File: config.mk
export PLATFORM = sky130hd
export DESIGN_NAME = icd_top
export DESIGN_NICKNAME = d
export VERILOG_FILES = /design/src/common/icd_pkg.sv /design/src/hw/icd_top.sv /design/src/hw/icd_delay_line.sv
export VERILOG_INCLUDE_DIRS = /design/src /design/src/common
export SDC_FILE = /design/constraint.sdc
export NUM_CORES = 1
export LEC_CHECK = 0
export BUFFER_PORTS_ARGS = -buffer_cell sky130_fd_sc_hd__clkbuf_2
export CORE_MARGIN = 4
export CORE_UTILIZATION = 44
export DETAILED_ROUTE_END_ITERATION = 8
export PLACE_DENSITY = 0.76
export SYNTH_ARGS = -nofsm -noshare
export SYNTH_HDL_FRONTEND = slang
export SYNTH_HIERARCHICAL = 1
export SYNTH_SLANG_ARGS = --single-unit
File: constraint.sdc
create_clock -name mclk -period 2.7 [get_ports mclk]
set_clock_uncertainty 0.1 [all_clocks]
set_input_delay 0.27 -clock mclk [delete_from_list [all_inputs] [get_ports mclk]]
set_output_delay 0.27 -clock mclk [all_outputs]
set_load 0.03 [all_outputs]
File: src/common/icd_consts.svh
/*
  Constants of the input clock divider: register indices, field
  positions, reset values and divider codes.
  Assumes inclusion by bare name from any design file.
*/
`ifndef ICD_CONSTS_SVH
`define ICD_CONSTS_SVH

// Register indices; the byte address is four times the index
`define ICD_IDX_RATIO 10'h108
`define ICD_IDX_PHASE 10'h109
`define ICD_IDX_SYNC 10'h10A
`define ICD_IDX_CAPT 10'h129

// Field positions
`define ICD_RATIO_MSB 2
`define ICD_PHASE_MSB 3
`define ICD_AUTO_BIT 7
`define ICD_SKEW_MSB 3

// Reset values
`define ICD_RATIO_RST 3'h0
`define ICD_PHASE_RST 4'h0
`define ICD_SYNC_RST 8'h00
`define ICD_CAPT_RST 4'h0

// Divider ratio codes
`define ICD_DIV2_CODE 3'h1
`define ICD_DIV4_CODE 3'h3

// Half-cycles per half of the divided period at divide by 1, 2 and 4
`define ICD_HALF_DIV1 3'h1
`define ICD_HALF_DIV2 3'h2
`define ICD_HALF_DIV4 3'h4

`endif

File: src/common/icd_pkg.sv
/*
  Types of the input clock divider.
  Assumes icd_consts.svh for the numeric constants.
*/
package icd_pkg;

  // Software configuration carried to the divider logic
  typedef struct packed {
    logic [2:0] ratio;
    logic [3:0] local_off;
    logic auto_en;
    logic [3:0] skew;
  } icd_cfg_type;

  // Register bus answer state
  typedef enum logic [1:0] {
    ICD_BUS_IDLE = 2'b01,
    ICD_BUS_ACK = 2'b10
  } icd_bus_type;

endpackage

File: src/hw/icd_top.sv
/*
  Input clock divider with local phase offset and automatic phase
  adjustment on the timing reference, reached over classic Wishbone.
  Assumes mclk ticks once per half cycle of the input device clock,
  and sysref_evt is a one-cycle pulse synchronous to mclk.
*/
`timescale 1ns/10ps
`include "icd_consts.svh"
module icd_top (
  input wire logic mclk,
  input wire logic rst_b,
  input wire logic wb_cyc_i,
  input wire logic wb_stb_i,
  input wire logic wb_we_i,
  input wire logic [11:0] wb_adr_i,
  input wire logic [3:0] wb_sel_i,
  input wire logic [31:0] wb_dat_i,
  output logic [31:0] wb_dat_o,
  output logic wb_ack_o,
  input wire logic sysref_evt,
  output logic div_clk_o,
  output logic clk_inv_o
);

  // Half-cycles in one half of the divided period
  function automatic logic [2:0] half_len(input logic [2:0] code);
    case (code)
      `ICD_DIV2_CODE: half_len = `ICD_HALF_DIV2;
      `ICD_DIV4_CODE: half_len = `ICD_HALF_DIV4;
      default: half_len = `ICD_HALF_DIV1;
    endcase
  endfunction

  icd_pkg::icd_cfg_type cfg_ff;
  icd_pkg::icd_cfg_type nxt_cfg;
  icd_pkg::icd_bus_type bus_ff;
  icd_pkg::icd_bus_type nxt_bus;
  logic [31:0] rdat_ff;
  logic [31:0] nxt_rdat;
  logic [3:0] capt_ff;
  logic [3:0] nxt_capt;
  logic [2:0] ph_ff;
  logic [2:0] nxt_ph;
  logic inv_ff;
  logic nxt_inv;
  logic [3:0] eff_off;
  logic [2:0] half;
  logic raw_clk;
  logic req;
  logic wr_ok;
  logic [9:0] idx;
  logic [4:0] up_ff;
  logic [4:0] nxt_up;

  assign req = wb_cyc_i && wb_stb_i;
  assign wr_ok = wb_we_i && wb_sel_i[0];
  assign idx = wb_adr_i[11:2];

  // Read mux, answer one cycle after request; write lands with ack
  always_comb begin
    nxt_cfg = cfg_ff;
    nxt_bus = icd_pkg::ICD_BUS_IDLE;
    nxt_rdat = rdat_ff;
    case (bus_ff)
      icd_pkg::ICD_BUS_IDLE: begin
        if (req) begin
          nxt_bus = icd_pkg::ICD_BUS_ACK;
          nxt_rdat = 32'h0000_0000;
          case (idx)
            `ICD_IDX_RATIO: begin
              nxt_rdat[`ICD_RATIO_MSB:0] = cfg_ff.ratio;
            end
            `ICD_IDX_PHASE: begin
              nxt_rdat[`ICD_PHASE_MSB:0] = cfg_ff.local_off;
            end
            `ICD_IDX_SYNC: begin
              nxt_rdat[`ICD_AUTO_BIT] = cfg_ff.auto_en;
              nxt_rdat[`ICD_SKEW_MSB:0] = cfg_ff.skew;
            end
            `ICD_IDX_CAPT: begin
              nxt_rdat[3:0] = capt_ff;
            end
            default: begin
              nxt_rdat = 32'h0000_0000;
            end
          endcase
        end
      end
      icd_pkg::ICD_BUS_ACK: begin
        nxt_bus = icd_pkg::ICD_BUS_IDLE;
        // Write takes effect at the edge where the master sees ack
        if (req && wr_ok) begin
          case (idx)
            `ICD_IDX_RATIO: begin
              nxt_cfg.ratio = wb_dat_i[`ICD_RATIO_MSB:0];
            end
            `ICD_IDX_PHASE: begin
              nxt_cfg.local_off = wb_dat_i[`ICD_PHASE_MSB:0];
            end
            `ICD_IDX_SYNC: begin
              nxt_cfg.auto_en = wb_dat_i[`ICD_AUTO_BIT];
              nxt_cfg.skew = wb_dat_i[`ICD_SKEW_MSB:0];
            end
            default: begin
              nxt_cfg = cfg_ff;
            end
          endcase
        end
      end
      default: begin
        nxt_bus = icd_pkg::ICD_BUS_IDLE;
      end
    endcase
  end

  // Bus and configuration registers
  always_ff @(posedge mclk or negedge rst_b) begin
    if (!rst_b) begin
      cfg_ff <= '{ratio: `ICD_RATIO_RST, local_off: `ICD_PHASE_RST,
                  auto_en: 1'b0, skew: 4'h0};
      bus_ff <= icd_pkg::ICD_BUS_IDLE;
      rdat_ff <= 32'h0000_0000;
    end else begin
      cfg_ff <= nxt_cfg;
      bus_ff <= nxt_bus;
      rdat_ff <= nxt_rdat;
    end
  end

  assign wb_ack_o = (bus_ff == icd_pkg::ICD_BUS_ACK);
  assign wb_dat_o = rdat_ff;

  // Effective offset: captured phase added in auto mode only
  always_comb begin
    if (cfg_ff.auto_en) begin
      eff_off = 4'(capt_ff + cfg_ff.local_off);
    end else begin
      eff_off = cfg_ff.local_off;
    end
  end

  assign half = half_len(cfg_ff.ratio);
  // Undelayed divided clock: high for first half of the period
  assign raw_clk = (ph_ff < half);

  // Half-cycle phase counter, capture of phase at reference event
  always_comb begin
    if (ph_ff >= (half + half - 3'h1)) begin
      nxt_ph = 3'h0;
    end else begin
      nxt_ph = ph_ff + 3'h1;
    end
    nxt_capt = capt_ff;
    if (cfg_ff.auto_en && sysref_evt) begin
      nxt_capt = {1'b0, ph_ff};
    end
    nxt_inv = eff_off[0];
    nxt_up = (up_ff == 5'h1F) ? up_ff : up_ff + 5'h01;
  end

  // Divider state registers
  always_ff @(posedge mclk or negedge rst_b) begin
    if (!rst_b) begin
      ph_ff <= 3'h0;
      capt_ff <= `ICD_CAPT_RST;
      inv_ff <= 1'b0;
      up_ff <= 5'h00;
    end else begin
      ph_ff <= nxt_ph;
      capt_ff <= nxt_capt;
      inv_ff <= nxt_inv;
      up_ff <= nxt_up;
    end
  end

  assign clk_inv_o = inv_ff;

  // Delay by eff_off half-cycles, up to fifteen
  icd_delay_line #(
    .DEPTH(16),
    .TAPW(4)
  ) u_delay (
    .mclk(mclk),
    .rst_b(rst_b),
    .din(raw_clk),
    .tap(eff_off),
    .dout(div_clk_o)
  );
endmodule

File: src/hw/icd_delay_line.sv
/*
  Tapped delay line in half input-clock steps with a registered tap.
  Assumes mclk ticks once per half input-clock cycle.
*/
`timescale 1ns/10ps
module icd_delay_line #(
  parameter int DEPTH = 16,
  parameter int TAPW = 4
) (
  input wire logic mclk,
  input wire logic rst_b,
  input wire logic din,
  input wire logic [TAPW-1:0] tap,
  output logic dout
);

  logic [DEPTH-1:0] hist_ff;
  logic [DEPTH-1:0] nxt_hist;
  logic dout_ff;
  logic nxt_dout;

  // Shift history; tap zero passes the current level
  always_comb begin
    nxt_hist = {hist_ff[DEPTH-2:0], din};
    if (tap == '0) begin
      nxt_dout = din;
    end else begin
      nxt_dout = hist_ff[tap - TAPW'(1)];
    end
  end

  // History and tap registers
  always_ff @(posedge mclk or negedge rst_b) begin
    if (!rst_b) begin
      hist_ff <= '0;
      dout_ff <= 1'b0;
    end else begin
      hist_ff <= nxt_hist;
      dout_ff <= nxt_dout;
    end
  end

  assign dout = dout_ff;

endmodule

; Word level (Yosys, flattened, before mapping)
; Cells that the tools add are included.
[totals]
latch_bits = 0
rom_bits = 0
regBits = 43
mem_bits_rw = 0
inputBits = 54
memories = 0
out_inout_bits = 35
[op_classes]
shifts = 0
n_lt_le_gt_ge = 3
n_reduce_logical = 9
div = 0
add_sub_neg = 5
eq_ne = 8
n_mux = 11
multipliers = 0
bitwise = 0
[op_table]
columns = op, n
row1 = "10-bit by 9-bit == test with 1-bit output, second input constant", 4
row2 = 3-bit case mux with 4 select lines, 1
row3 = 3-bit AND reduction, 3
row4 = 3-bit case mux with 2 select lines, 1
row5 = "4-bit by 5-bit < comparator with 1-bit output, second input constant", 1
row6 = 3-bit by 4-bit adder with 4-bit output, 1
row7 = 1-bit binary-select mux with 4-bit select, 1
row8 = 1-bit logical AND, 4
row9 = 4-bit logical NOT, 1
row10 = 2-bit 2-to-1 mux, 2
row11 = 4-bit 2-to-1 mux, 1
row12 = "4-bit by 1-bit subtractor with 4-bit output, second input constant", 1
row13 = "3-bit by 1-bit adder with 3-bit output, second input constant", 1
row14 = 3-bit adder, 1
row15 = "3-bit by 1-bit == test with 1-bit output, second input constant", 1
row16 = "3-bit by 2-bit == test with 1-bit output, second input constant", 1
row17 = 3-bit >= comparator, 1
row18 = 3-bit < comparator, 1
row19 = 1-bit 2-to-1 mux, 3
row20 = 3-bit 2-to-1 mux, 1
row21 = "3-bit by 1-bit subtractor with 3-bit output, second input constant", 1
row22 = "2-bit by 1-bit == test with 1-bit output, second input constant", 1
row23 = "2-bit == test, second input constant", 1
row24 = 1-bit case mux with 2 select lines, 1
row25 = 2-bit AND reduction, 1

; Depth between registers and ports, before layout
; Gate-level depths: netlist (run 1).
[depth]
ltp_word = 6
depth_mapped = 10
ltp_nobuf = 10

; Cells and area by module
; The synthesis (run 1) kept the hierarchy.
[modules_own_cells]
columns = mod, cells_per_inst, area_per_inst_um2, instances
row1 = icd_top, 148, 1607.8, 1
row2 = icd_delay_line, 38, 659.4, 1

; Worst setup path before layout (run 1)
; Ideal clock, no wire load.
[synth_path]
path_type = register to register
startpoint = register cfg_ff[5] (netlist name)
endpoint = register u_delay.dout_ff, in the netlist u_delay/dout
t_required_ns = 2.464
arrival_ns = 2.362
slack_ns = 0.102
n_path_buf = 0
stages_incl_launch_ff = 11
period_less_slack_ns = 2.598
path_cell_list = dfrtp_1 -> ha_1 -> inv_1 -> fa_1 -> a21oi_1 -> inv_1 -> ha_1 -> mux4_2 -> nor2b_1 -> a211oi_2 -> o32ai_1
[synth_between]
elab_chain_len = 6
elab_cells_between_ends = 7
[synth_lines]
columns = element, line
row1 = start: declaration, icd_top.sv:34  ; icd_pkg::icd_cfg_type cfg_ff;
row2 = start signal: assignment, icd_top.sv:119  ; cfg_ff <= '{ratio: `ICD_RATIO_RST, local_off: `ICD_PHASE_RST,
row3 = start signal: assignment, icd_top.sv:124  ; cfg_ff <= nxt_cfg;
row4 = 3-bit by 4-bit adder with 4-bit output *, icd_top.sv:136  ; eff_off = 4'(capt_ff + cfg_ff.local_off);
row5 = 4-bit 2-to-1 mux *, icd_top.sv:135  ; if (cfg_ff.auto_en) begin
row6 = via eff_off[1], icd_top.sv:46  ; logic [3:0] eff_off;
row7 = 4-bit by 1-bit subtractor with 4-bit output, icd_delay_line.sv:28  ; nxt_dout = hist_ff[tap - TAPW'(1)];
row8 = 1-bit binary-select mux with 4-bit select, icd_delay_line.sv:28
row9 = 1-bit 2-to-1 mux (not written as such), icd_delay_line.sv:28
row10 = 1-bit 2-to-1 mux *, icd_delay_line.sv:25  ; if (tap == '0) begin
row11 = via u_delay.nxt_dout, icd_delay_line.sv:20  ; logic nxt_dout;
row12 = end signal: assignment, icd_delay_line.sv:39  ; dout_ff <= nxt_dout;
row13 = end: declaration, icd_delay_line.sv:19  ; logic dout_ff;
; The timed path passes the listed nets; every way through them passes the cells marked *. The select of a mux whose other input is x is not followed.
; A chain may end at the register's enable or synchronous reset.

; Worst setup path in the final report (run 1)
; Same ends and word-level chain as after synthesis.

==> metrics.csv, run 1 <==
metric,value,unit
max-clock-path-buffers,2,
tightest_slew,0.998,ns
postSynth.topFlopCell,dfrtp_1,
drive_gt1_frac,0.338,
cp-start-kind,flip-flop,
synth_async_sr_flop_share,1.00,
finalMaxSlewViolations,0,
cts_inserted_buffers,5,
route.antenna.remaining_nets,0,
drc_errors,0,
global_route_wire_length_before_repair,6420,µm
die_y,79.8,µm
clock_insertion_delay_worst_skew,0.29,ns
drtPass1Iterations,4,
period_minus_slack,2.62,ns
grt_pass1_vias,1389,
maxCapViolCount,0,
layout.cells.most_common_list,"dfrtp_1 (42), clkbuf_2 (29), conb_1 (27)",
drt_iter0_drc,36,
fillCellCount,417,
synth_seq_cells,43,
synth_cell_type_count,40,
critPathKind,flip-flop to flip-flop,
run_status,"finished, final reports clean",
crit_fanout,3,
drt-total-wl,3820,µm
max_clock_freq,382,MHz
fin_worst_hold_slack,0.0306,ns
totalPowerFinal,0.00122,W
flow.area_growth_from_synthesis,12.6,%
globalRoute.totalOverflow,0,
design.portCount,89,
grt_start_max_net_pins,44,
max-vdd-ir-drop,0.000238,V
met1_usage,0.171,
post-dp-hpwl,3020,µm
tritoncts,built,
initial_core_util,0.468,
place_area,0.00243,mm²
synth-edff-count,0,
avgRoutedWirePerCell,13.1,µm
placeableCoreArea,0.00485,mm²
clkTransAtPathRegs,0.08,ns
cts_setup_buffers,0,
synth_area,0.00227,mm²
grt.met3_usage,0.0350,
grtUsageTotal,0.133,
timing.final.hold_violations,0,
globalRoute.busiestLayer,met2,
postSynthCellCount,186,
static-leakage-power,1.23,nW
finish.utilization,0.526,
reg2reg_from,cfg_ff[5],
insertedDiodeCount,0,
setup-violations-final,0,
clock_tree.root_cell,clkbuf_8,
ctsHtreeMaxLevel,2,
grt_setup_unrepaired,no,
fin_area,0.00255,mm²
avgViaCountPerCell,4.73,
globalRouteMet2Util,0.215,
nNetsFinal,289,
slew-limit-headroom,0.335,
seq_area_frac_synth,0.475,
timing.setup.tns,0,ns
pwr_density_cell,479,mW/mm²
die_area,0.00636,mm²
synth.yosys.warnings,6,
gp_routability_congestion,0.752,
timing.final.crit_share,0.970,
hold_path.class,input pin to asynchronous set/reset pin,
required,2.76,ns
crit_path_end_kind,flip-flop,
syn_area_per_cell,12.2,µm²
grt_antenna_before_repair,0,
mostFrequentLayoutCell,dfrtp_1,
std_cell_rows,25,
fp.dieW,79.8,µm
numClockSinks,43,
worstPathArrival,2.68,ns
critical_path_launch_point,cfg_ff[5],
route.vias.total,1382,
port-buffer-count,29,
==> registers in the layout, indices dropped and copies added, names as in the netlist <==
name	cells
bus_ff	2
ph_ff	3
u_delay/dout	1
cfg_ff	12
clk_inv_o	1
capt_ff	3
wb_dat_o	5
u_delay/hist_ff	16
==> critical path: stages (launching register included) <==
cell and delay, ns:
dfrtp_1 0.40, ha_2 0.20, inv_1 0.06, fa_1 0.42
a21oi_2 0.19, inv_2 0.07, ha_4 0.28, mux4_2 0.29
nor2b_1 0.16, a211oi_2 0.20, o32ai_1 0.11
==> Yosys cell counts (2+ instances only) <==
cell type | n | area [µm²]
and2_1 | 3 | 18.8
xnor2_1 | 2 | 17.5
mux2_2 | 17 | 191
clkbuf_1 | 2 | 7.51
xor2_1 | 2 | 17.5
inv_1 | 6 | 22.5
o21ba_2 | 2 | 20.0
a21oi_1 | 6 | 30.0
nand4b_1 | 2 | 17.5
buf_4 | 27 | 203
nand2_1 | 9 | 33.8
ha_1 | 9 | 113
mux4_2 | 4 | 90.1
mux2i_1 | 7 | 70.1
nor2_1 | 7 | 26.3
o21ai_0 | 3 | 15.0
nand2b_1 | 4 | 25.0
a22o_1 | 3 | 26.3
o22ai_1 | 3 | 18.8
nor2b_1 | 7 | 43.8
dfrtp_1 | 42 | 1050
==> metal layers <==
layer  up-vias  share of wire
li1        675              -
met1       656           0.47
met2        44           0.46
met3         7          0.062
met4         0          0.017
met5         -              0
==> worst paths after layout <==
| path | end | slack (ns) | depth (start not counted) |
|---|---|---|---|
| setup / recovery | u_delay/dout | 0.08 | 10 |
| hold / removal | cfg_ff[11] | 0.03 | 1 |
| setup reg to reg | u_delay/dout | 0.08 | 10 |
| hold reg to reg | u_delay/hist_ff[7] | 0.27 | 0 |
| max in group asynchronous | wb_dat_o[2] | 1.86 | 1 |
| min in group mclk | cfg_ff[4] | 0.11 | 2 |
==> final cells by class <==
type,count,area [µm²],share of cell area
inverter,6,22.5,0.00882
timing repair buffer,37,205,0.0804
multi-input combinational,132,1060,0.414
clock buffer,5,68.8,0.0270
clock inverter,2,37.5,0.0147
tap,67,83.8,0.0328
sequential,43,1080,0.422
==> per-stage QoR <==
step                cells  setup slack, ns
detailed placement    285          -0.0343
global route          292          0.00778
CTS                   292           0.0440
floorplan             212            0.102
global placement      285         -0.00960
finish                292           0.0806
==> logic make-up (layout without fill, tap and decap cells) <==
group           count (synthesis)  in the layout  share of synthesized area
compound gates                 20             20                     0.0618
xor+xnor                        4              4                     0.0155
fa+ha+maj                      11             11                     0.0629
buf+inv                        37             50                      0.110
flops                          43             43                      0.475
mux                            28             28                      0.155
other cells                     1             27                    0.00165
simple gates                   42             42                      0.118
==> report_power, final <==
group	internal [W]	switching [W]	total [W]
Combinational	0.0000181	0.0000797	0.0000978
Sequential	0.000646	0.00000133	0.000648
Clock	0.000270	0.000207	0.000477
Total	0.000935	0.000288	0.00122
==> timing repair <==
| action | 4_1_cts | 5_1_grt |
|---|---|---|
| setup endpoints to repair | 1 | 1 |
| hold buffers | 0 | 0 |
| resized for setup | 2 | 2 |
| pin swaps | 0 | 1 |
| gates cloned | 0 | 0 |
No activity file was read; power rests on OpenSTA's default activity.
==> inputs of run 2 (changes only) <==
--- a/config.mk
+++ b/config.mk
@@ -8,10 +8,9 @@
 export LEC_CHECK = 0
 export BUFFER_PORTS_ARGS = -buffer_cell sky130_fd_sc_hd__clkbuf_2
 export CORE_MARGIN = 4
-export CORE_UTILIZATION = 44
+export CORE_UTILIZATION = 45
 export DETAILED_ROUTE_END_ITERATION = 8
-export PLACE_DENSITY = 0.76
+export PLACE_DENSITY = 0.74
 export SYNTH_ARGS = -nofsm -noshare
 export SYNTH_HDL_FRONTEND = slang
-export SYNTH_HIERARCHICAL = 1
 export SYNTH_SLANG_ARGS = --single-unit
==> constraint.sdc (replaced) <==
create_clock -name mclk -period 2.85 [get_ports mclk]
set_clock_uncertainty 0.1 [all_clocks]
set_input_delay 0.285 -clock mclk [delete_from_list [all_inputs] [get_ports mclk]]
set_output_delay 0.285 -clock mclk [all_outputs]
set_load 0.03 [all_outputs]
==> run 2 against run 1 <==
Net effect: worst hold slack better by 0.039 ns; combinational power grew to 3.0 times the previous value; non-clock buffer count is 1 lower; synthesized area is 3.9% higher; clock-buffer cell count is 1 higher; sequential power is 29% higher; first-iteration DRC count grew to 2.6 times the previous value; critical path depth is 1 lower; cell count is 7.5% higher; clock power is 19% lower; critical path type unchanged.
==> metrics.csv, run 2 <==
metric,value,unit,change
mostFrequentLayoutCell,dfrtp_1,,
cts_inserted_buffers,5,,unchanged
post-synth-top-area-cell,dfrtp_1,,
die_y,80.4,µm,+0.72%
fin_area,0.00262,mm²,+2.5%
insertedDiodeCount,0,,unchanged
synth_top_cell_area_share,0.446,,-0.0175
die_area,0.00646,mm²,+1.4%
reg2reg_from,cfg_ff[5],,
setup-violations-final,0,,unchanged
cts_setup_buffers,0,,unchanged
grt_start_max_net_pins,44,,unchanged
required,2.93,ns,+0.17 ns
maxCapViolCount,0,,unchanged
clock_insertion_delay_worst_skew,0.29,ns,about the same
run_status,"finished, final reports clean",,
design.portCount,89,,unchanged
crit_path_end_kind,flip-flop,,
timing.final.hold_violations,0,,unchanged
largest_reg_flops,16,,unchanged
placeableCoreArea,0.00507,mm²,+4.7%
static-leakage-power,1.26,nW,+2.4%
internal_power,0.00106,W,+13%
worst-r2r-setup-slack,0.14,ns,+0.06 ns
globalRoute.totalOverflow,0,,unchanged
place_area,0.00251,mm²,+3.6%
tightest_slew,1.04,ns,+0.0462 ns
max_clock_freq,370,MHz,-3.2%
period_minus_slack,2.71,ns,+0.0858 ns
route.vias.total,1580,,+14%
synth_seq_cells,43,,unchanged
synth.mux.area_fraction,0.121,,-0.0340
synth-edff-count,0,,unchanged
totalPowerFinal,0.00151,W,+23%
clkTransAtPathRegs,0.08,ns,about the same
clock_tree.root_cell,clkbuf_8,,
syn_area_per_cell,11.4,µm²,-6.2%
switching_fraction,0.297,,+0.0614
hold_path.class,input pin to asynchronous set/reset pin,,
drive_gt1_frac,0.283,,-0.0550
post_synth_and_or_nand_nor_area_fraction,0.131,,+0.0125
crit_fanout,6,,+3
synth_area,0.00236,mm²,+3.9%
synth_adder_area_share,0.0616,,-0.00131
yosys-top-cells-area,"dfrtp_1 (45%), buf_4 (8.9%), mux2_2 (5.7%), ha_1 (5.3%), mux2i_1 (3.8%)",,
tritoncts,built,,
drt-total-wl,4300,µm,+12%
nNetsFinal,309,,+6.9%
grt_antenna_before_repair,0,,unchanged
max-clock-path-buffers,2,,unchanged
fin_worst_hold_slack,0.0693,ns,+0.0387 ns
grtUsageTotal,0.140,,+0.00746
combPwrFrac,0.191,,+0.111
synth_xor_area_frac,0.00743,,-0.00802
drt_iter0_drc,92,,+160%
place_inst,307,,+7.7%
power.net_switching,0.000449,W,+56%
critical_path.reg2reg.endpoint,u_delay.dout,,
numClockSinks,43,,unchanged
worst_r2r_path_depth,9,,-1
timing.final.crit_share,0.949,,-0.0210
finalMaxSlewViolations,0,,unchanged
timing.setup.tns,0,ns,unchanged
port-buffer-count,29,,unchanged
grt_pass1_vias,1455,,+4.8%
complex_gate_fraction_of_the_synthesized_area,0.117,,+0.0556
std_cell_rows,26,,+4.0%
yosys.cell_count.top_type,dfrtp_1,,
slew-limit-headroom,0.304,,-0.0308
layout.cells.most_common_list,"dfrtp_1 (42), clkbuf_2 (29), conb_1 (27)",,
critPathKind,flip-flop to flip-flop,,
synth.top_cells.by_count,"dfrtp_1 (42), buf_4 (28), nand2_1 (18)",,
synth_async_sr_flop_share,1.00,,unchanged
synth.yosys.warnings,0,,-6
postSynthCellCount,206,,+11%
drc_errors,0,,unchanged
avgViaCountPerCell,5.03,,+6.3%
initial_core_util,0.464,,-0.00336
route.antenna.remaining_nets,0,,unchanged
largest_register_by_flop_count,u_delay.hist_ff,,
final_cells,314,,+7.5%
postSynth.topFlopCell,dfrtp_1,,
cp-start-kind,flip-flop,,
clkPwrFrac,0.256,,-0.134
max-vdd-ir-drop,0.000321,V,+35%
synth_cell_type_count,49,,+23%
seq_area_frac_synth,0.457,,-0.0179
synth_top_family_by_area,simple AND/OR/NAND/NOR gates,,
drtPass1Iterations,4,,unchanged
power_frac_seq,0.552,,+0.022
ctsHtreeMaxLevel,2,,unchanged
pwr_density_cell,577,mW/mm²,+20%
post-dp-hpwl,3220,µm,+6.7%
fp.dieW,80.4,µm,+0.72%
avgRoutedWirePerCell,13.7,µm,+4.6%
worstPathArrival,2.79,ns,+0.11 ns
flow.area_growth_from_synthesis,11.0,%,
global_route_wire_length_before_repair,6990,µm,+8.8%
gp_routability_congestion,0.836,,+11%
## run 2: worst max path at each step
| stage | to | start |
|---|---|---|
| 2_1_floorplan | u_delay.dout | cfg_ff[5] |
| 3_3_place_gp | u_delay.dout | cfg_ff[5] |
| 3_5_place_dp | u_delay.dout | cfg_ff[5] |
| 4_1_cts | u_delay.dout | cfg_ff[5] |
| 5_1_grt | u_delay.dout | cfg_ff[5] |
| 6_report | u_delay.dout | cfg_ff[5] |
## run 2: cell type report
class	instances	area [µm²]
repair buffers	36	198
fillers	449	2460
inverters	5	18.8
multi-input cells	153	1150
well taps	70	87.6
clock buffers	6	82.6
flip-flops and latches	43	1080
clock inverters	1	5.00
## run 2: layer usage
layer,global-route usage,part of all wire,routed length [µm]
met1,0.190,0.44,1890
met2,0.224,0.49,2110
met3,0.0325,0.058,247
met4,0.0439,0.012,52
met5,0,0,0
## run 2: cell families (layout without fill, tap and decap cells)
group	Yosys count	after routing
AND/OR/NAND/NOR	49	49
adder cells (fa/ha/maj)	11	11
multiplexers	25	25
buffers and inverters	36	48
AO/OA/AOI/OAI	39	39
flip-flops	43	43
XOR/XNOR	2	2
other	1	27
## run 2: through the flow
step	utilization	setup slack (ns)
6_report	0.515	0.145
5_1_grt	0.515	-0.0000799
3_5_place_dp	0.496	0.0916
3_3_place_gp	0.496	0.121
4_1_cts	0.513	0.0457
2_1_floorplan	-	0.249
## run 2: critical path: stages (launching register included)
cell	delay, ns
dfrtp_1	0.39
ha_1	0.24
fa_1	0.45
mux2i_1	0.31
ha_4	0.29
mux2i_1	0.15
nand2_1	0.07
a211oi_1	0.29
o22ai_1	0.13
and3_1	0.17
## run 2: power groups by stage
stage	clock network, W	logic, W	registers, W
floorplan	0	0.000236	0.000835
global placement	0	0.000286	0.000843
detailed placement	0	0.000289	0.000850
CTS	0.000395	0.000292	0.000839
global route	0.000420	0.000330	0.000856
finish	0.000387	0.000289	0.000834
## run 2: what timing repair did
| action | in CTS | in global routing |
|---|---|---|
| hold buffers | 0 | 0 |
| gates resized for setup | 0 | 2 |
| endpoints found under the setup margin | 0 | 1 |
